File: src/core/feoq_map.svh
// Register fields, reset values and codes of the event qualifier
`ifndef FEOQ_MAP_SVH
`define FEOQ_MAP_SVH
`define FEOQ_SEL_MSB      7
`define FEOQ_SEL_LSB      0
`define FEOQ_LEN_MSB      19
`define FEOQ_LEN_LSB      8
`define FEOQ_WID_MSB      22
`define FEOQ_WID_LSB      20
`define FEOQ_FE_W         23
`define FEOQ_OFC_W        38
`define FEOQ_FE_MASK      23'h7FFFFF
`define FEOQ_OFC_MASK     38'h3FC45F8987
`define FEOQ_FE_RST       23'h000000
`define FEOQ_OFC_RST      38'h0000000000
`define FEOQ_SEL_BUBBLE   8'h06
`define FEOQ_SEL_MISS_LO  8'h11
`define FEOQ_SEL_MISS_HI  8'h15
`define FEOQ_SLOTS        3'h4
`define FEOQ_LINE_W       26
`define FEOQ_MISS_W       5
`define FEOQ_LF_DEPTH     8
`define FEOQ_LF_PTR_W     3
`define FEOQ_RUN_MAX      12'hFFF
`define FEOQ_RUN_ONE      12'h001
`define FEOQ_REQ_LOAD     0
`define FEOQ_REQ_RFO      1
`define FEOQ_REQ_CODE     2
`define FEOQ_REQ_PF_LOAD  7
`define FEOQ_REQ_PF_RFO   8
`define FEOQ_REQ_STREAM   11
`define FEOQ_REQ_OTHER    15
`define FEOQ_SUP_ANY      16
`define FEOQ_SUP_BASE     17
`define FEOQ_SUP_LLC_M    18
`endif

File: src/core/feoq_pkg.sv
// Types shared by the event qualifier modules
`include "feoq_map.svh"
package feoq_pkg;
    typedef enum logic {
        FEOQ_MSR_FRONTEND = 1'b0,
        FEOQ_MSR_OFFCORE  = 1'b1
    } feoq_msr_t;
    typedef enum logic [3:0] {
        FEOQ_RQ_DMND_LOAD = 4'h0, FEOQ_RQ_DMND_PTE  = 4'h1,
        FEOQ_RQ_DMND_RFO  = 4'h2, FEOQ_RQ_DMND_CODE = 4'h3,
        FEOQ_RQ_L1_CODEPF = 4'h4, FEOQ_RQ_MLC_LOAD  = 4'h5,
        FEOQ_RQ_MLC_RFO   = 4'h6, FEOQ_RQ_STREAM_ST = 4'h7,
        FEOQ_RQ_IO        = 4'h8, FEOQ_RQ_HW_PF     = 4'h9,
        FEOQ_RQ_SW_PF     = 4'hA, FEOQ_RQ_L2_RFOPF  = 4'hB,
        FEOQ_RQ_L2_CODEPF = 4'hC, FEOQ_RQ_OTHER     = 4'hD
    } feoq_req_t;
    typedef enum logic [2:0] {
        FEOQ_SP_NONE  = 3'h0, FEOQ_SP_LLC_M = 3'h1, FEOQ_SP_LLC_E = 3'h2,
        FEOQ_SP_LLC_S = 3'h3, FEOQ_SP_L4    = 3'h4, FEOQ_SP_DRAM  = 3'h5,
        FEOQ_SP_L4SPL = 3'h6, FEOQ_SP_OTHER = 3'h7
    } feoq_sup_t;
    typedef struct packed {
        logic [2:0] filled;
        logic       be_stall;
    } feoq_alloc_t;
    typedef struct packed {
        logic                       valid;
        logic                       wrong_path;
        logic                       last_uop;
        logic                       straddle;
        logic [`FEOQ_MISS_W-1:0]    miss_vec;
        logic [`FEOQ_LINE_W-1:0]    line_a;
        logic [`FEOQ_LINE_W-1:0]    line_b;
    } feoq_retire_t;
    typedef struct packed {
        logic      valid;
        feoq_req_t req;
        feoq_sup_t sup;
    } feoq_rsp_t;
endpackage : feoq_pkg

File: src/core/feoq_bubble_run.sv
// Decode-queue gap run detector
`include "feoq_map.svh"
module feoq_bubble_run (
    input  wire logic                 clock,
    input  wire logic                 reset_n,
    input  wire logic                 clk_en,
    input  wire feoq_pkg::feoq_alloc_t alloc,
    input  wire logic [11:0]          run_length,
    input  wire logic [2:0]           slot_count,
    output logic                      fire
);
    logic [11:0] run_cnt_reg;
    logic [2:0]  gap;
    logic        qual;
    logic [11:0] len_eff;

    assign gap     = alloc.be_stall ? 3'h0 : 3'(`FEOQ_SLOTS - alloc.filled); // RQ2
    assign qual    = !alloc.be_stall && (gap >= slot_count); // RQ4
    assign len_eff = (run_length == 12'h000) ? `FEOQ_RUN_ONE : run_length; // RQ3
    assign fire    = qual && (12'(run_cnt_reg + `FEOQ_RUN_ONE) == len_eff); // RQ5

    always_ff @(posedge clock) begin
        if (!reset_n) begin
            run_cnt_reg <= 12'h000;
        end else if (clk_en) begin
            if (!qual) begin
                run_cnt_reg <= 12'h000; // RQ5
            end else if (run_cnt_reg != `FEOQ_RUN_MAX) begin
                run_cnt_reg <= 12'(run_cnt_reg + `FEOQ_RUN_ONE);
            end
        end
    end

    property p_run_break;
        @(posedge clock) disable iff (!reset_n) clk_en && !qual |=> run_cnt_reg == 12'h000;
    endproperty
    a_run_break: assert property (p_run_break) else $error("run not broken"); // RQ5
    property p_stall_no_gap;
        @(posedge clock) disable iff (!reset_n) alloc.be_stall |-> !qual && gap == 3'h0;
    endproperty
    a_stall_no_gap: assert property (p_stall_no_gap) else $error("gap under stall"); // RQ2
endmodule : feoq_bubble_run

File: src/core/feoq_line_filter.sv
// Recently counted cacheline memory
`include "feoq_map.svh"
module feoq_line_filter (
    input  wire logic                    clock,
    input  wire logic                    reset_n,
    input  wire logic                    clk_en,
    input  wire logic                    flush,
    input  wire logic [`FEOQ_LINE_W-1:0] look_line,
    output logic                         look_hit,
    input  wire logic                    ins_a,
    input  wire logic                    ins_b,
    input  wire logic [`FEOQ_LINE_W-1:0] line_a,
    input  wire logic [`FEOQ_LINE_W-1:0] line_b
);
    logic [`FEOQ_LINE_W-1:0]   tag_reg [`FEOQ_LF_DEPTH];
    logic [`FEOQ_LF_DEPTH-1:0] vld_reg;
    logic [`FEOQ_LF_PTR_W-1:0] ptr_reg;
    logic [`FEOQ_LF_PTR_W-1:0] ptr_b;

    assign ptr_b = ins_a ? 3'(ptr_reg + 3'h1) : ptr_reg;

    always_comb begin
        look_hit = 1'b0;
        for (int i = 0; i < `FEOQ_LF_DEPTH; i++) begin
            if (vld_reg[i] && tag_reg[i] == look_line) look_hit = 1'b1;
        end
    end

    always_ff @(posedge clock) begin
        if (!reset_n || (clk_en && flush)) begin
            vld_reg <= '0;
            ptr_reg <= '0;
        end else if (clk_en) begin
            if (ins_a) begin
                tag_reg[ptr_reg] <= line_a;
                vld_reg[ptr_reg] <= 1'b1;
            end
            if (ins_b) begin
                tag_reg[ptr_b] <= line_b;
                vld_reg[ptr_b] <= 1'b1;
            end
            ptr_reg <= 3'(ptr_reg + 3'(ins_a) + 3'(ins_b));
        end
    end
endmodule : feoq_line_filter

File: src/core/feoq_top.sv
// Front-end and off-core event qualifier
`include "feoq_map.svh"

// Summary of operation
// RQ1: Bits 7:0 pick the front-end condition; 6H selects decode-queue gaps.
// RQ2: Each of four unfilled slots in an unstalled cycle is a gap.
// RQ3: Bits 19:8 give least run of consecutive qualifying cycles.
// RQ4: Bits 22:20 give least empty slots a cycle needs to qualify.
// RQ5: Count only after run-length consecutive cycles each with enough gaps.
// RQ6: Count only retired correct-path instructions; drop wrong-path conditions.
// RQ7: Count a front-end miss at most once per cacheline.
// RQ8: A line-straddling instruction counts once; second line misses ignored.
// RQ9: Gaps of a wide multi-uop instruction count once for it.
// RQ10: A macro-fused pair counts once when either member misses.
// RQ11: A miss outside an instruction boundary goes to next retiring instruction.
// RQ12: Only the first miss to a line is a true miss.
// RQ13: Software lays out request, supplier and snoop fields of the filter.
// RQ14: Bit 0 matches demand loads and table walks, not prefetches.
// RQ15: Bit 1 matches demand ownership reads, not second-level prefetches.
// RQ16: Bit 2 matches demand and first-level code fetches, not L2 prefetches.
// RQ17: Bits 7 and 8 match mid-cache prefetch loads and ownership requests.
// RQ18: Bit 11 matches streaming writes; bit 15 any other request.
// RQ19: Bit 16 matches any response; bit 17 responses lacking supplier.
// RQ20: Bits 18, 19, 20 match modified, exclusive, shared LLC hits.
// RQ21: Bits 22, 26, 30 match Fourth_level_hit, local memory, L4 superline.
// RQ22: Software selects event C6H umask 01H before using the qualifier.
// RQ23: The all-threads qualifier bit is ignored for the front-end event.
// RQ24: Reserved bits read zero and ignore writes.
// RQ25: One-cycle count pulse per qualifying event using current settings.
module feoq_top (
    input  wire logic                   clock,
    input  wire logic                   reset_n,
    input  wire logic                   clk_en,
    input  wire logic                   msr_wr_en,
    input  wire logic                   msr_rd_en,
    input  wire feoq_pkg::feoq_msr_t    msr_sel,
    input  wire logic [63:0]            msr_wdata,
    output logic [63:0]                 msr_rdata,
    input  wire logic                   fe_event_selected,
    input  wire feoq_pkg::feoq_alloc_t  alloc,
    input  wire feoq_pkg::feoq_retire_t retire,
    input  wire logic                   oob_miss,
    input  wire feoq_pkg::feoq_rsp_t    rsp,
    output logic                        fe_count,
    output logic                        ofc_count
);
    logic [`FEOQ_FE_W-1:0]  fe_qual_reg;
    logic [`FEOQ_OFC_W-1:0] ofc_filt_reg;
    logic [63:0]            msr_rdata_reg;
    logic                   pend_bub_reg;
    logic                   pend_oob_reg;
    logic                   fe_count_reg;
    logic                   ofc_count_reg;

    logic [7:0]  sel;
    logic [11:0] run_length;
    logic [2:0]  slot_count;
    logic        is_bubble;
    logic        is_miss;
    logic        bub_fire;
    logic        line_hit;
    logic        ret_final;
    logic        miss_raw;
    logic        miss_true;
    logic        fe_hit;
    logic        ofc_hit;
    logic        fe_wr;

    // Decoding helpers
    function automatic logic miss_of(input logic [7:0] s,
                                     input logic [`FEOQ_MISS_W-1:0] v);
        logic [7:0] idx;
        idx = 8'(s - `FEOQ_SEL_MISS_LO);
        miss_of = 1'b0;
        if (s >= `FEOQ_SEL_MISS_LO && s <= `FEOQ_SEL_MISS_HI) begin
            miss_of = v[idx[2:0]];
        end
    endfunction : miss_of

    function automatic logic [15:0] req_hot(input feoq_pkg::feoq_req_t r);
        req_hot = 16'h0000;
        unique case (r)
            feoq_pkg::FEOQ_RQ_DMND_LOAD,
            feoq_pkg::FEOQ_RQ_DMND_PTE:  req_hot[`FEOQ_REQ_LOAD] = 1'b1; // RQ14
            feoq_pkg::FEOQ_RQ_DMND_RFO:  req_hot[`FEOQ_REQ_RFO] = 1'b1; // RQ15
            feoq_pkg::FEOQ_RQ_DMND_CODE,
            feoq_pkg::FEOQ_RQ_L1_CODEPF: req_hot[`FEOQ_REQ_CODE] = 1'b1; // RQ16
            feoq_pkg::FEOQ_RQ_MLC_LOAD:  req_hot[`FEOQ_REQ_PF_LOAD] = 1'b1; // RQ17
            feoq_pkg::FEOQ_RQ_MLC_RFO:   req_hot[`FEOQ_REQ_PF_RFO] = 1'b1; // RQ17
            feoq_pkg::FEOQ_RQ_STREAM_ST: req_hot[`FEOQ_REQ_STREAM] = 1'b1; // RQ18
            default:                     req_hot[`FEOQ_REQ_OTHER] = 1'b1; // RQ18
        endcase
    endfunction : req_hot

    function automatic logic [14:0] sup_hot(input feoq_pkg::feoq_sup_t p);
        sup_hot = 15'h0000;
        unique case (p)
            feoq_pkg::FEOQ_SP_NONE:  sup_hot[1] = 1'b1; // RQ19
            feoq_pkg::FEOQ_SP_LLC_M: sup_hot[2] = 1'b1; // RQ20
            feoq_pkg::FEOQ_SP_LLC_E: sup_hot[3] = 1'b1; // RQ20
            feoq_pkg::FEOQ_SP_LLC_S: sup_hot[4] = 1'b1; // RQ20
            feoq_pkg::FEOQ_SP_L4:    sup_hot[6] = 1'b1; // RQ21
            feoq_pkg::FEOQ_SP_DRAM:  sup_hot[10] = 1'b1; // RQ21
            feoq_pkg::FEOQ_SP_L4SPL: sup_hot[14] = 1'b1; // RQ21
            feoq_pkg::FEOQ_SP_OTHER: sup_hot = 15'h0000;
        endcase
    endfunction : sup_hot

    // Field views of the front-end qualifier
    assign sel        = fe_qual_reg[`FEOQ_SEL_MSB:`FEOQ_SEL_LSB]; // RQ1
    assign run_length = fe_qual_reg[`FEOQ_LEN_MSB:`FEOQ_LEN_LSB]; // RQ3
    assign slot_count = fe_qual_reg[`FEOQ_WID_MSB:`FEOQ_WID_LSB]; // RQ4
    assign is_bubble  = (sel == `FEOQ_SEL_BUBBLE); // RQ1
    assign is_miss    = (sel >= `FEOQ_SEL_MISS_LO) && (sel <= `FEOQ_SEL_MISS_HI);
    assign fe_wr      = msr_wr_en && (msr_sel == feoq_pkg::FEOQ_MSR_FRONTEND);

    feoq_bubble_run u_bubble (
        .clock      (clock),
        .reset_n    (reset_n),
        .clk_en     (clk_en),
        .alloc      (alloc),
        .run_length (run_length),
        .slot_count (slot_count),
        .fire       (bub_fire)
    );

    // An instruction may retire as several records, last_uop on the final one; a fused pair retires as a single record
    assign ret_final = retire.valid && retire.last_uop && !retire.wrong_path; // RQ6 RQ10
    assign miss_raw  = miss_of(sel, retire.miss_vec) || pend_oob_reg; // RQ10 RQ11
    assign miss_true = miss_raw && !line_hit; // RQ7 RQ12

    feoq_line_filter u_lines (
        .clock     (clock),
        .reset_n   (reset_n),
        .clk_en    (clk_en),
        .flush     (fe_wr),
        .look_line (retire.line_a),
        .look_hit  (line_hit),
        .ins_a     (ret_final && is_miss && miss_raw), // RQ7
        .ins_b     (ret_final && is_miss && miss_raw && retire.straddle), // RQ8
        .line_a    (retire.line_a),
        .line_b    (retire.line_b)
    );

    // All-threads qualifier is not an input: only this thread's retirement counts
    always_comb begin
        fe_hit = 1'b0;
        if (fe_event_selected && ret_final) begin // RQ22 RQ23
            if (is_bubble) begin
                fe_hit = pend_bub_reg || bub_fire; // RQ9
            end else if (is_miss) begin
                fe_hit = miss_true; // RQ7 RQ8
            end
        end
    end

    // Filter match is request class AND supplier; snoop field is stored only
    assign ofc_hit = rsp.valid
                     && |(req_hot(rsp.req) & ofc_filt_reg[15:0]) // RQ13
                     && (ofc_filt_reg[`FEOQ_SUP_ANY] // RQ19
                         || |(sup_hot(rsp.sup) & ofc_filt_reg[30:16]));

    // Register writes
    always_ff @(posedge clock) begin
        if (!reset_n) begin
            fe_qual_reg <= `FEOQ_FE_RST;
        end else if (clk_en && fe_wr) begin
            fe_qual_reg <= msr_wdata[`FEOQ_FE_W-1:0] & `FEOQ_FE_MASK; // RQ24
        end
    end

    always_ff @(posedge clock) begin
        if (!reset_n) begin
            ofc_filt_reg <= `FEOQ_OFC_RST;
        end else if (clk_en && msr_wr_en && msr_sel == feoq_pkg::FEOQ_MSR_OFFCORE) begin
            ofc_filt_reg <= msr_wdata[`FEOQ_OFC_W-1:0] & `FEOQ_OFC_MASK; // RQ24
        end
    end

    // Register reads
    always_ff @(posedge clock) begin
        if (!reset_n) begin
            msr_rdata_reg <= 64'h0000000000000000;
        end else if (clk_en && msr_rd_en) begin
            if (msr_sel == feoq_pkg::FEOQ_MSR_FRONTEND) begin
                msr_rdata_reg <= {41'h0, fe_qual_reg}; // RQ24
            end else begin
                msr_rdata_reg <= {26'h0, ofc_filt_reg}; // RQ24
            end
        end
    end

    // A run that completes waits for the next final retirement; clear beats set
    always_ff @(posedge clock) begin
        if (!reset_n) begin
            pend_bub_reg <= 1'b0;
        end else if (clk_en) begin
            if (fe_wr) begin
                pend_bub_reg <= 1'b0;
            end else if (bub_fire && !ret_final) begin
                pend_bub_reg <= 1'b1; // RQ9 RQ11
            end else if (ret_final) begin
                pend_bub_reg <= 1'b0; // RQ9
            end
        end
    end

    // Miss outside any instruction is carried to the next retirement
    always_ff @(posedge clock) begin
        if (!reset_n) begin
            pend_oob_reg <= 1'b0;
        end else if (clk_en) begin
            if (oob_miss) begin
                pend_oob_reg <= 1'b1; // RQ11
            end else if (ret_final) begin
                pend_oob_reg <= 1'b0;
            end
        end
    end

    // Count pulses
    always_ff @(posedge clock) begin
        if (!reset_n) begin
            fe_count_reg <= 1'b0;
        end else if (clk_en) begin
            fe_count_reg <= fe_hit; // RQ25
        end
    end

    always_ff @(posedge clock) begin
        if (!reset_n) begin
            ofc_count_reg <= 1'b0;
        end else if (clk_en) begin
            ofc_count_reg <= ofc_hit; // RQ25
        end
    end

    assign msr_rdata = msr_rdata_reg;
    assign fe_count  = fe_count_reg && clk_en;
    assign ofc_count = ofc_count_reg && clk_en;

    // Checks
    property p_rsvd_zero;
        @(posedge clock) disable iff (!reset_n)
        clk_en && msr_rd_en && msr_sel == feoq_pkg::FEOQ_MSR_FRONTEND
        |=> msr_rdata_reg[63:23] == 41'h0;
    endproperty
    a_rsvd_zero: assert property (p_rsvd_zero) else $error("reserved bits set"); // RQ24

    property p_fe_cause;
        @(posedge clock) disable iff (!reset_n) clk_en && fe_hit |=> fe_count_reg;
    endproperty
    a_fe_cause: assert property (p_fe_cause) else $error("front-end count lost"); // RQ25

    property p_wrong_path;
        @(posedge clock) disable iff (!reset_n)
        clk_en && !(retire.valid && retire.last_uop && !retire.wrong_path)
        |=> !fe_count_reg;
    endproperty
    a_wrong_path: assert property (p_wrong_path) else $error("count without retire"); // RQ6

    property p_line_once;
        @(posedge clock) disable iff (!reset_n)
        (clk_en && fe_hit && is_miss && !fe_wr)
        ##1 (clk_en && retire.line_a == $past(retire.line_a))
        |=> !fe_count_reg;
    endproperty
    a_line_once: assert property (p_line_once) else $error("line counted twice"); // RQ7

    property p_bubble_once;
        @(posedge clock) disable iff (!reset_n)
        clk_en && fe_hit && is_bubble && !bub_fire |=> !pend_bub_reg;
    endproperty
    a_bubble_once: assert property (p_bubble_once) else $error("gap event reused"); // RQ9

    property p_sel_unknown;
        @(posedge clock) disable iff (!reset_n)
        clk_en && !is_bubble && !is_miss |=> !fe_count_reg;
    endproperty
    a_sel_unknown: assert property (p_sel_unknown) else $error("count on bad select"); // RQ1

    property p_oob_carry;
        @(posedge clock) disable iff (!reset_n)
        clk_en && oob_miss |=> pend_oob_reg;
    endproperty
    a_oob_carry: assert property (p_oob_carry) else $error("stray miss lost"); // RQ11

    property p_dmnd_load;
        @(posedge clock) disable iff (!reset_n)
        clk_en && rsp.valid && rsp.req == feoq_pkg::FEOQ_RQ_DMND_LOAD
        && ofc_filt_reg[`FEOQ_REQ_LOAD] && ofc_filt_reg[`FEOQ_SUP_ANY]
        |=> ofc_count_reg;
    endproperty
    a_dmnd_load: assert property (p_dmnd_load) else $error("demand load missed"); // RQ14

    property p_pf_excluded;
        @(posedge clock) disable iff (!reset_n)
        clk_en && rsp.valid && rsp.req == feoq_pkg::FEOQ_RQ_HW_PF
        && !ofc_filt_reg[`FEOQ_REQ_OTHER] |=> !ofc_count_reg;
    endproperty
    a_pf_excluded: assert property (p_pf_excluded) else $error("prefetch matched"); // RQ14

    property p_no_sup;
        @(posedge clock) disable iff (!reset_n)
        clk_en && rsp.valid && !ofc_filt_reg[`FEOQ_SUP_ANY]
        && ofc_filt_reg[30:16] == 15'h0000 |=> !ofc_count_reg;
    endproperty
    a_no_sup: assert property (p_no_sup) else $error("no supplier bit matched"); // RQ19

    c_bubble: cover property (@(posedge clock) disable iff (!reset_n)
        clk_en && fe_hit && is_bubble);
    c_miss: cover property (@(posedge clock) disable iff (!reset_n)
        clk_en && fe_hit && is_miss && retire.straddle);
    c_ofc: cover property (@(posedge clock) disable iff (!reset_n)
        clk_en && ofc_hit);
    c_stray: cover property (@(posedge clock) disable iff (!reset_n)
        clk_en && fe_hit && pend_oob_reg);
    c_line_skip: cover property (@(posedge clock) disable iff (!reset_n)
        clk_en && ret_final && is_miss && miss_raw && line_hit);

    property p_ofc_cause;
        @(posedge clock) disable iff (!reset_n) clk_en && ofc_hit |=> ofc_count_reg;
    endproperty
    a_ofc_cause: assert property (p_ofc_cause) else $error("off-core count lost"); // RQ25

    property p_sup_none;
        @(posedge clock) disable iff (!reset_n)
        clk_en && rsp.valid && rsp.sup == feoq_pkg::FEOQ_SP_NONE
        && |(req_hot(rsp.req) & ofc_filt_reg[15:0]) && ofc_filt_reg[`FEOQ_SUP_BASE]
        |=> ofc_count_reg;
    endproperty
    a_sup_none: assert property (p_sup_none) else $error("no-supplier miss lost"); // RQ19

    property p_llc_mod;
        @(posedge clock) disable iff (!reset_n)
        clk_en && rsp.valid && rsp.sup == feoq_pkg::FEOQ_SP_LLC_M
        && |(req_hot(rsp.req) & ofc_filt_reg[15:0]) && ofc_filt_reg[`FEOQ_SUP_LLC_M]
        |=> ofc_count_reg;
    endproperty
    a_llc_mod: assert property (p_llc_mod) else $error("modified hit missed"); // RQ20

    property p_run_pend;
        @(posedge clock) disable iff (!reset_n)
        clk_en && bub_fire && !ret_final && !fe_wr |=> pend_bub_reg;
    endproperty
    a_run_pend: assert property (p_run_pend) else $error("completed run dropped"); // RQ9
endmodule : feoq_top

File: config.mk
export PLATFORM = sky130hd
export DESIGN_NAME = feoq_top
export DESIGN_NICKNAME = d
export VERILOG_FILES = /design/src/core/feoq_pkg.sv /design/src/core/feoq_bubble_run.sv /design/src/core/feoq_line_filter.sv /design/src/core/feoq_top.sv
export VERILOG_INCLUDE_DIRS = /design/src /design/src/core
export SDC_FILE = /design/constraint.sdc
export NUM_CORES = 1
export LEC_CHECK = 0
export ABC_CLOCK_PERIOD_IN_PS = 9400
export CORE_UTILIZATION = 50
export CTS_BUF_LIST = sky130_fd_sc_hd__clkbuf_2 sky130_fd_sc_hd__clkbuf_4 sky130_fd_sc_hd__clkbuf_8
export DETAILED_ROUTE_END_ITERATION = 7
export DONT_BUFFER_PORTS = 1
export GPL_TIMING_DRIVEN = 0
export PLACE_DENSITY = 0.69
export SYNTH_ARGS = -nofsm -noshare
export SYNTH_HDL_FRONTEND = slang
export SYNTH_SLANG_ARGS = --single-unit
File: constraint.sdc
create_clock -name clock -period 9.4 [get_ports clock]
set_input_delay 1.41 -clock clock [delete_from_list [all_inputs] [get_ports clock]]
set_output_delay 1.41 -clock clock [all_outputs]
set_load 0.01 [all_outputs]
After elaboration in Yosys (flattened, before gate mapping)
Memories as Yosys holds them, arrays and structs flattened.
Index checks and enable logic that the tools add are counted.
{"block": "op_classes", "n_eq_ne": 25, "reduce_logical": 52, "addsub": 6, "n_mux": 54, "bitwise": 5, "n_lt_le_gt_ge": 8}
{"operator": "$eq 26x26->1", "count": 8}
{"operator": "$mux 1", "count": 41}
{"operator": "$mux 38", "count": 1}
{"operator": "$mux 12", "count": 3}
{"operator": "$mux 8", "count": 4}
{"operator": "$logic_and 1x1->1", "count": 30}
{"operator": "$and 16x16->16", "count": 1}
{"operator": "$eq 4x3->1 const B", "count": 4}
{"operator": "$or 8x8->8", "count": 2}
{"operator": "$reduce_or 16->1", "count": 1}
{"operator": "$and 15x15->15", "count": 1}
{"operator": "$reduce_or 15->1", "count": 1}
{"operator": "$add 12x1->12 const B", "count": 1}
{"operator": "$eq 12x12->1", "count": 1}
{"operator": "$logic_not 12->1", "count": 1}
{"operator": "$lt 3x4->1 const B", "count": 3}
{"operator": "$ne 12x12->1 const B", "count": 1}
{"operator": "$eq 3x3->1 const B", "count": 3}
{"operator": "$eq 4x2->1 const B", "count": 2}
{"operator": "$eq 8x3->1 const B", "count": 1}
{"operator": "$ge 8x5->1 const B", "count": 1}
{"operator": "$le 8x5->1 const B", "count": 1}
{"operator": "$reduce_or 8->1", "count": 1}
{"operator": "$add 3x1->3", "count": 2}
{"operator": "other kinds (21)", "count": 35}
{"block": "totals", "mem_count": 1, "ramBits": 208, "register_bits": 136, "out_inout_bits": 66, "in_bits": 145, "elab_cells": 161}
{"name": "u_lines.tag_reg", "depth": 8, "word_bits": 26, "rd": 8, "rd_clocked_by_memory_dff": 0, "write_ports": 2, "line_no": "feoq_line_filter.sv:15", "text": "logic [`FEOQ_LINE_W-1:0] tag_reg [`FEOQ_LF_DEPTH];"}

Depth between registers and ports, before layout
Gate-level depths: netlist of run 1.
An unclocked memory read counts as a cell.
{"block": "logic_depth", "word_depth": 16, "ltp_mapped": 13, "depth_no_buf": 13}

Cells and area by module
Synthesis of run 1 repeated with hierarchy kept, for this count alone.
{"block": "hier_totals", "hier_cells": 1404, "hier_area_um2": 16941.2}
{"module": "feoq_line_filter", "seq_area_each_um2": 6466.2, "area_per_inst_um2": 12039.0, "cells_each": 829, "n_inst": 1}
{"module": "feoq_top", "seq_area_each_um2": 1621.6, "area_per_inst_um2": 3782.4, "cells_each": 431, "n_inst": 1}
{"module": "feoq_bubble_run", "seq_area_each_um2": 240.2, "area_per_inst_um2": 1119.8, "cells_each": 144, "n_inst": 1}

Worst setup path after synthesis of run 1
No wires, ideal clock.
{"block": "synth_timing", "path_kind": "input -> register", "from": "in msr_wr_en", "to": "mem u_lines.tag_reg[2][0] (netlist bit) (enable)", "cell_stages": 7, "n_path_buf": 3, "setup_time_ns": 0.482, "arrival_ns": 5.026, "t_required_ns": 8.918, "setup_slack_ns": 3.892, "path_cell_list": "nand2_1 or2_2 clkbuf_1 nand2_1 buf_2 clkbuf_1 o41ai_1"}
{"item": "from (decl)", "line_no": "feoq_top.sv:34", "text": "input wire logic msr_wr_en,"}
{"item": "to (decl)", "line_no": "feoq_line_filter.sv:15"}

Final worst setup path of run 1
{"block": "layout_timing", "from": "in clk_en", "to": "out fe_count"}
{"block": "layout_via", "elab_chain_cells": 1}
{"item": "from (decl)", "line_no": "feoq_top.sv:33", "text": "input wire logic clk_en,"}
{"item": "$logic_and 1x1->1", "line_no": "feoq_top.sv:239", "text": "assign fe_count = fe_count_reg && clk_en;"}
{"item": "to (decl)", "line_no": "feoq_top.sv:44", "text": "output logic fe_count,"}
No other way between the ends.

==> impl_metrics.yaml, run 1 <==
clock_network:
  clock_sinks: 312
  cts_setup_buffers: 0
  ctsRootBufferMaster: "clkbuf_8"
  cts_resized: 0
  cts_tree: "built"
  clock_path_buffers: 3
  cts_buffers: 52
  clk_pin_slew_ns: 0.06
  insertion_delay_ns: 0.60
  ctsHoldBuffers: 0
  htreeDepth: 2
sta:
  timing.fmax_ghz: 0.2453
  rsz0062_at_grt: "false"
  tns_ns: 0
  hold_viol: 0
  drv_slew: 0
  setup_viol: 0
  fin_hold_ws_ns: 0.4681
  worst_slew_pin_slew_ns: 1.036
  post-route-period-util_pct: 43.36
  fin_crit_ns: 4.076
  finClkSkew_ns: 0.03392
  timing.slew.headroom_pct: 30.65
global_route:
  first_global_vias: 11560
  gr-total-overflow: 0
  antenna_found_initial: 0
  grt_max_degree: 24
  track_usage_pct: 29.04
  grt_pass1_wl_um: 73110
die:
  pin_count: 211
  core.rowCount: 66
  die_y_um: 185.8
  dieArea_sq_um: 34510
  chipWidth_um: 185.8
  fp.coreArea_sq_um: 32870
  start_util_pct: 51.38
setup_path:
  arrival_ns: 2.67
  max_stage_delay_ns: 0.55
  crit_path_start_kind: "input port"
  crit_slowest_cell: "buf_1"
  path_cells: "clkbuf_1, buf_1, and2_1"
  path_class: "in -> out"
  cp-end-kind: "output pin"
  required_ns: 7.99
  r2r_cells: 11
  cp_max_fo: 10
  ff2ff_setup_slack_ns: 5.39
logic_synthesis:
  synth_area_sq_um: 16890
  async_reset_ff_share_pct: 0
  synthSimpleGateAreaFrac_pct: 11.34
  synth_top_family_by_area: "multiplexers"
  synth_compound_area_share_pct: 6.654
  synth-seq-cells: 312
  seq_area_frac_synth_pct: 49.32
  syn_avg_cell_area_sq_um: 11.62
  synth_cells: 1453
  synth.distinct_cells: 64
  synth_adder_area_share_pct: 0.8595
  synth-edff-count: 208
  yosys_most_used_dff: "edfxtp_1"
  synth_xor_area_share_pct: 11.92
  synth_warnings: 0
  synth_mux_area_share_pct: 15.35
drt:
  vias: 11700
  drtIter0Drc: 1014
  detail-route-antenna-nets: 0
  firstDrtPassIters: 5
  post_drt_via_cell_ratio: 5.750
  wl_per_cell_um: 24.18
  routed_wl_um: 49210
  detail_route.drc_violations: 0
layout:
  final_net_count: 1709
  n_antenna_cell: 0
  drive_above_1_share_pct: 23.92
  syn2layout_area_growth_pct: 12.34
  nFillCells: 2841
  largest_register_ffs: 208
pwr:
  ir_drop_mv: 0.1210
  leakagePower_nw: 6.549
  finalPower_w: 0.003035
  powerDensity_nw_per_um2: 160.0
place:
  dpl.hpwl_um: 36840
  place_congestion: 0.9519
  io_buffers: 0
run_status:
  status: "finished, final reports clean"
flow_run:
  cap_violations: 0
min_path:
  hp-class: "reg -> reg"
  min_path_cells: 2
cell usage after synthesis (3+ instances only):
library cell	instances	area [sq um]
edfxtp_1	208	6246
mux2_2	205	2308
xnor2_1	144	1261
nand2_1	142	533.0
dfxtp_1	104	2082
clkbuf_1	96	360.4
xor2_1	84	735.7
a21boi_0	68	510.5
nand4_1	47	294.0
buf_4	34	255.2
nor4_1	28	175.2
nand3_1	26	130.1
nor2_1	21	78.83
o21ai_0	20	100.1
nor3_1	19	95.09
mux2i_1	17	170.2
o211a_1	15	150.1
buf_2	12	60.06
nand3b_1	11	82.58
a21oi_1	10	50.05
ha_1	10	125.1
inv_1	10	37.54
nor2b_1	10	62.56
and2_1	8	50.05
nand2b_1	8	50.05
a31oi_1	7	43.79
and3_1	7	43.79
and4_1	6	52.55
mux2_1	6	67.56
or3_1	6	37.54
a22oi_1	5	37.54
buf_6	4	45.04
o211ai_1	4	30.03
or2_2	4	25.02
or4_1	4	30.03
a21o_1	3	22.52
nand4b_1	3	26.28
o21a_1	3	22.52
worst max-delay path: cells and delay by family:
kind          cells  cell delay, ns
buf+inv           2            0.92
simple gates      1            0.33
cells by family after synthesis:
group	count (synthesis)
and+or+nand+nor	360
DFF	312
muxes	230
xor gates and xnor gates	229
buffers and inverters	158
AOI/OAI and AO/OA	152
adders and majority gates	11
other	1
power breakdown:
part           switching, W  total (W)  internal [W]
registers         0.0000127    0.00148       0.00147
logic              0.000139   0.000241      0.000103
clock network      0.000568    0.00131      0.000742
total              0.000719    0.00304       0.00232
path summary, 6_finish.rpt:
kind / startpoint / end
worst min register to register: ofc_filt_reg[34]$_SDFFE_PN0P_ / ofc_filt_reg[34]$_SDFFE_PN0P_
worst min-delay path: ofc_filt_reg[34]$_SDFFE_PN0P_ / ofc_filt_reg[34]$_SDFFE_PN0P_
worst max-delay path: clk_en / fe_count
worst max register to register: fe_qual_reg[0]$_SDFFE_PN0P_ / u_lines.tag_reg[1][16]$_DFFE_PP_
cell usage in the layout (no fill, tap or decap), drive strengths merged, types with 11 or more instances in the layout:
master  synthesis  routed
clkbuf         96     169
nor2           21      21
o21ai          20      20
conb            1      32
edfxtp        208     208
xor2           84      84
nand2         142     142
nor3           19      19
dfxtp         104     104
nand4          49      49
mux2i          17      17
a21boi         68      68
clkinv          0      15
mux2          211     211
nor4           29      29
nand3b         11      11
xnor2         145     145
buf            52      67
nand3          27      27
o211a          15      15
cell type report:
| cell class | instances | area, sq um | area share [%] |
|---|---|---|---|
| inverters | 10 | 37.54 | 0.1979 |
| clock buffers | 73 | 923.4 | 4.868 |
| flip-flops and latches | 312 | 8328 | 43.90 |
| clock inverters | 21 | 197.7 | 1.042 |
| multi-input cells | 1014 | 8004 | 42.19 |
| repair buffers | 15 | 197.7 | 1.042 |
| well taps | 442 | 553.0 | 2.915 |
| plain buffers | 148 | 728.2 | 3.839 |
stage by stage:
stage | util, % | setup WS, ns | instance area, sq um | std cells
3_3_place_gp | 53.41 | 0.8442 | 17560 | 1926
4_1_cts | 57.72 | 5.362 | 18970 | 2035
3_5_place_dp | 54.31 | 4.935 | 17850 | 1941
6_report | 57.72 | 5.324 | 18970 | 2035
5_1_grt | 57.72 | 5.201 | 18970 | 2035
2_1_floorplan | - | 3.892 | 17000 | 1484
metal layers:
metal / GRT usage [%] / vias up / routed length (um)
met5: 0 / - / 0
met4: 10.07 / 0 / 1730
met3: 7.670 / 102 / 4626
met2: 47.51 / 553 / 22940
met1: 37.03 / 5664 / 19920
li1: - / 5383 / -
(Power assumes the default switching activity.)
==> run 2, diff against run 1 <==
--- a/config.mk
+++ b/config.mk
@@ -6,7 +6,7 @@
 export SDC_FILE = /design/constraint.sdc
 export NUM_CORES = 1
 export LEC_CHECK = 0
-export ABC_CLOCK_PERIOD_IN_PS = 9400
+export ABC_CLOCK_PERIOD_IN_PS = 4050
 export CORE_UTILIZATION = 50
 export CTS_BUF_LIST = sky130_fd_sc_hd__clkbuf_2 sky130_fd_sc_hd__clkbuf_4 sky130_fd_sc_hd__clkbuf_8
 export DETAILED_ROUTE_END_ITERATION = 7
==> constraint.sdc (replaced) <==
create_clock -name clock -period 4.05 [get_ports clock]
set_input_delay 0.6075 -clock clock [delete_from_list [all_inputs] [get_ports clock]]
set_output_delay 0.6075 -clock clock [all_outputs]
set_load 0.01 [all_outputs]
==> run 2 against run 1 <==
Compared with the run above: largest cell class unchanged; first-iteration DRC count up 21%; sequential share of layout area down 0.14 points; register-to-register slack worse by 5.2 ns; sequential power up 130%; via count up 0.44%; global-route usage up 0.23 points; clock skew down 0.0018 ns; critical path type is now reg -> reg; final area up 0.32%; setup slack worse by 5.1 ns; die area unchanged.
==> impl_metrics.yaml, run 2 (same netlist as run 1, synthesis figures left out) <==
sta:
  timing.fmax_ghz: 0.2616
  worst_slew_pin_slew_ns: 1.065
  drv_slew: 0
  hold_viol: 0
  post-route-period-util_pct: 94.38
  setup_viol: 0
  timing.slew.headroom_pct: 28.20
  rsz0062_at_grt: "false"
  setup_ws_ns: 0.2277
  fin_hold_ws_ns: 0.1637
  finClkSkew_ns: 0.03216
  fin_crit_ns: 3.822
min_path:
  min_path_cells: 2
  hp-class: "in -> reg"
  worstHoldStart: "msr_wdata[8]"
  hold_end: "fe_qual_reg[8]$_SDFFE_PN0P_"
layout:
  final_net_count: 1713
  layout_common_cells: "208 x edfxtp_1, 205 x mux2_2, 144 x xnor2_1"
  n_antenna_cell: 0
  largest_register_ffs: 208
  drive_above_1_share_pct: 24.56
  syn2layout_area_growth_pct: 12.70
  final_common_cell: "edfxtp_1"
flow_run:
  cap_violations: 0
clock_network:
  insertion_delay_ns: 0.58
  clock_path_buffers: 3
  cts_tree: "built"
  htreeDepth: 2
  clock_sinks: 312
  clk_pin_slew_ns: 0.06
  ctsRootBufferMaster: "clkbuf_8"
  cts_buffers: 52
setup_path:
  cp-end-kind: "flip-flop"
  crit_path_start_kind: "flip-flop"
  timing.rr.end: "u_lines.tag_reg[0][25]$_DFFE_PP_"
  worstSetupStartpoint: "fe_qual_reg[0]$_SDFFE_PN0P_"
  r2r-start: "fe_qual_reg[0]$_SDFFE_PN0P_"
  required_ns: 4.33
  arrival_ns: 4.11
  path_class: "reg -> reg"
  r2r_cells: 12
  cp_max_fo: 7
  ff2ff_setup_slack_ns: 0.23
pwr:
  ir_drop_mv: 0.3210
  leakagePower_nw: 6.593
  powerDensity_nw_per_um2: 365.2
die:
  dieArea_sq_um: 34510
  die_y_um: 185.8
  fp.coreArea_sq_um: 32870
  chipWidth_um: 185.8
  core.rowCount: 66
  pin_count: 211
  start_util_pct: 51.38
global_route:
  grt_util_met2_pct: 46.94
  grt_pass1_wl_um: 73220
  grt_max_degree: 23
  antenna_found_initial: 3
  use_met1_pct: 37.33
  grt_util_met3_pct: 7.278
  gr-total-overflow: 0
  first_global_vias: 11640
  track_usage_pct: 29.27
  grt-busiest-layer: "met2"
place:
  dpl.hpwl_um: 37390
  place_congestion: 0.9308
  io_buffers: 0
  dp_slack_ns: 0.04697
drt:
  post_drt_via_cell_ratio: 5.756
  detail_route.drc_violations: 0
  firstDrtPassIters: 5
  vias: 11750
  detail-route-antenna-nets: 0
  drtIter0Drc: 1229
  routed_wl_um: 49940
  wl_per_cell_um: 24.46
run_status:
  status: "finished, final reports clean"
## run 2: changes by cell type in the layout (fill, tap and decap cells not counted), moves of 3 or more
cell       previous run  this run
bufinv_16             4         1
clkbuf_4             13        21
buf_16                1         4
clkinv_1             10         6
## run 2: report_power, final
part / leakage [nW] / total (W) / switching, W / internal, W
Combinational: 3.29 / 0.000565 / 0.000327 / 0.000238
Clock: 0.594 / 0.00294 / 0.00130 / 0.00165
Sequential: 2.71 / 0.00345 / 0.0000293 / 0.00342
Total: 6.59 / 0.00695 / 0.00165 / 0.00530
## run 2: worst max path at each step
stage	endpoint
after floorplan	u_lines.tag_reg[0][0]$_DFFE_PP_
after global placement	u_lines.tag_reg[2][9]$_DFFE_PP_
after detailed placement	u_lines.tag_reg[0][25]$_DFFE_PP_
after CTS	u_lines.tag_reg[0][6]$_DFFE_PP_
after global routing	u_lines.tag_reg[6][10]$_DFFE_PP_
final	u_lines.tag_reg[0][25]$_DFFE_PP_
## run 2: final cells by class
class                      count  area, sq um
fill                        2868        13840
timing repair buffer          19        262.8
multi-input combinational   1014         8019
clock buffer                  83         1011
buffer                       148        728.2
sequential                   312         8328
inverter                      10        37.54
tap                          442        553.0
clock inverter                14        91.34
## run 2: per-layer routing
metal	share of wire (%)	vias to the layer above	routed length, um
li1	-	5388	-
met1	40	5705	19990
met2	46	547	22860
met3	9.6	110	4772
met4	4.6	4	2296
met5	0.054	-	27
## run 2: critical path, cell delays in order, from the launching register on
cell and delay, ns:
dfxtp_1 0.39, inv_1 0.13, ha_1 0.38, mux2_2 0.29
nand3_1 0.15, and3_4 0.25, nor2_1 0.15, nand2_1 0.28
o41ai_4 0.74, buf_6 0.23, buf_6 0.14, buf_4 0.18
buf_4 0.19
## run 2: timing repair
item	4_1_cts	5_1_grt
hold buffers	0	0
gates resized for setup	0	2
setup endpoints to repair	0	39
setup buffers	0	5
endpoints found under the hold margin	0	0
## run 2: per-stage QoR
stage	power (W)	area [sq um]	util, %	setup TNS (ns)	cells
floorplan	0.003914	17010	-	-43.38	1484
global placement	0.004058	17560	53.44	-373.08	1926
detailed placement	0.004069	17880	54.39	0	1940
CTS	0.006972	18980	57.74	0	2037
global route	0.007159	19030	57.90	0	2042
finish	0.006951	19030	57.90	0	2042
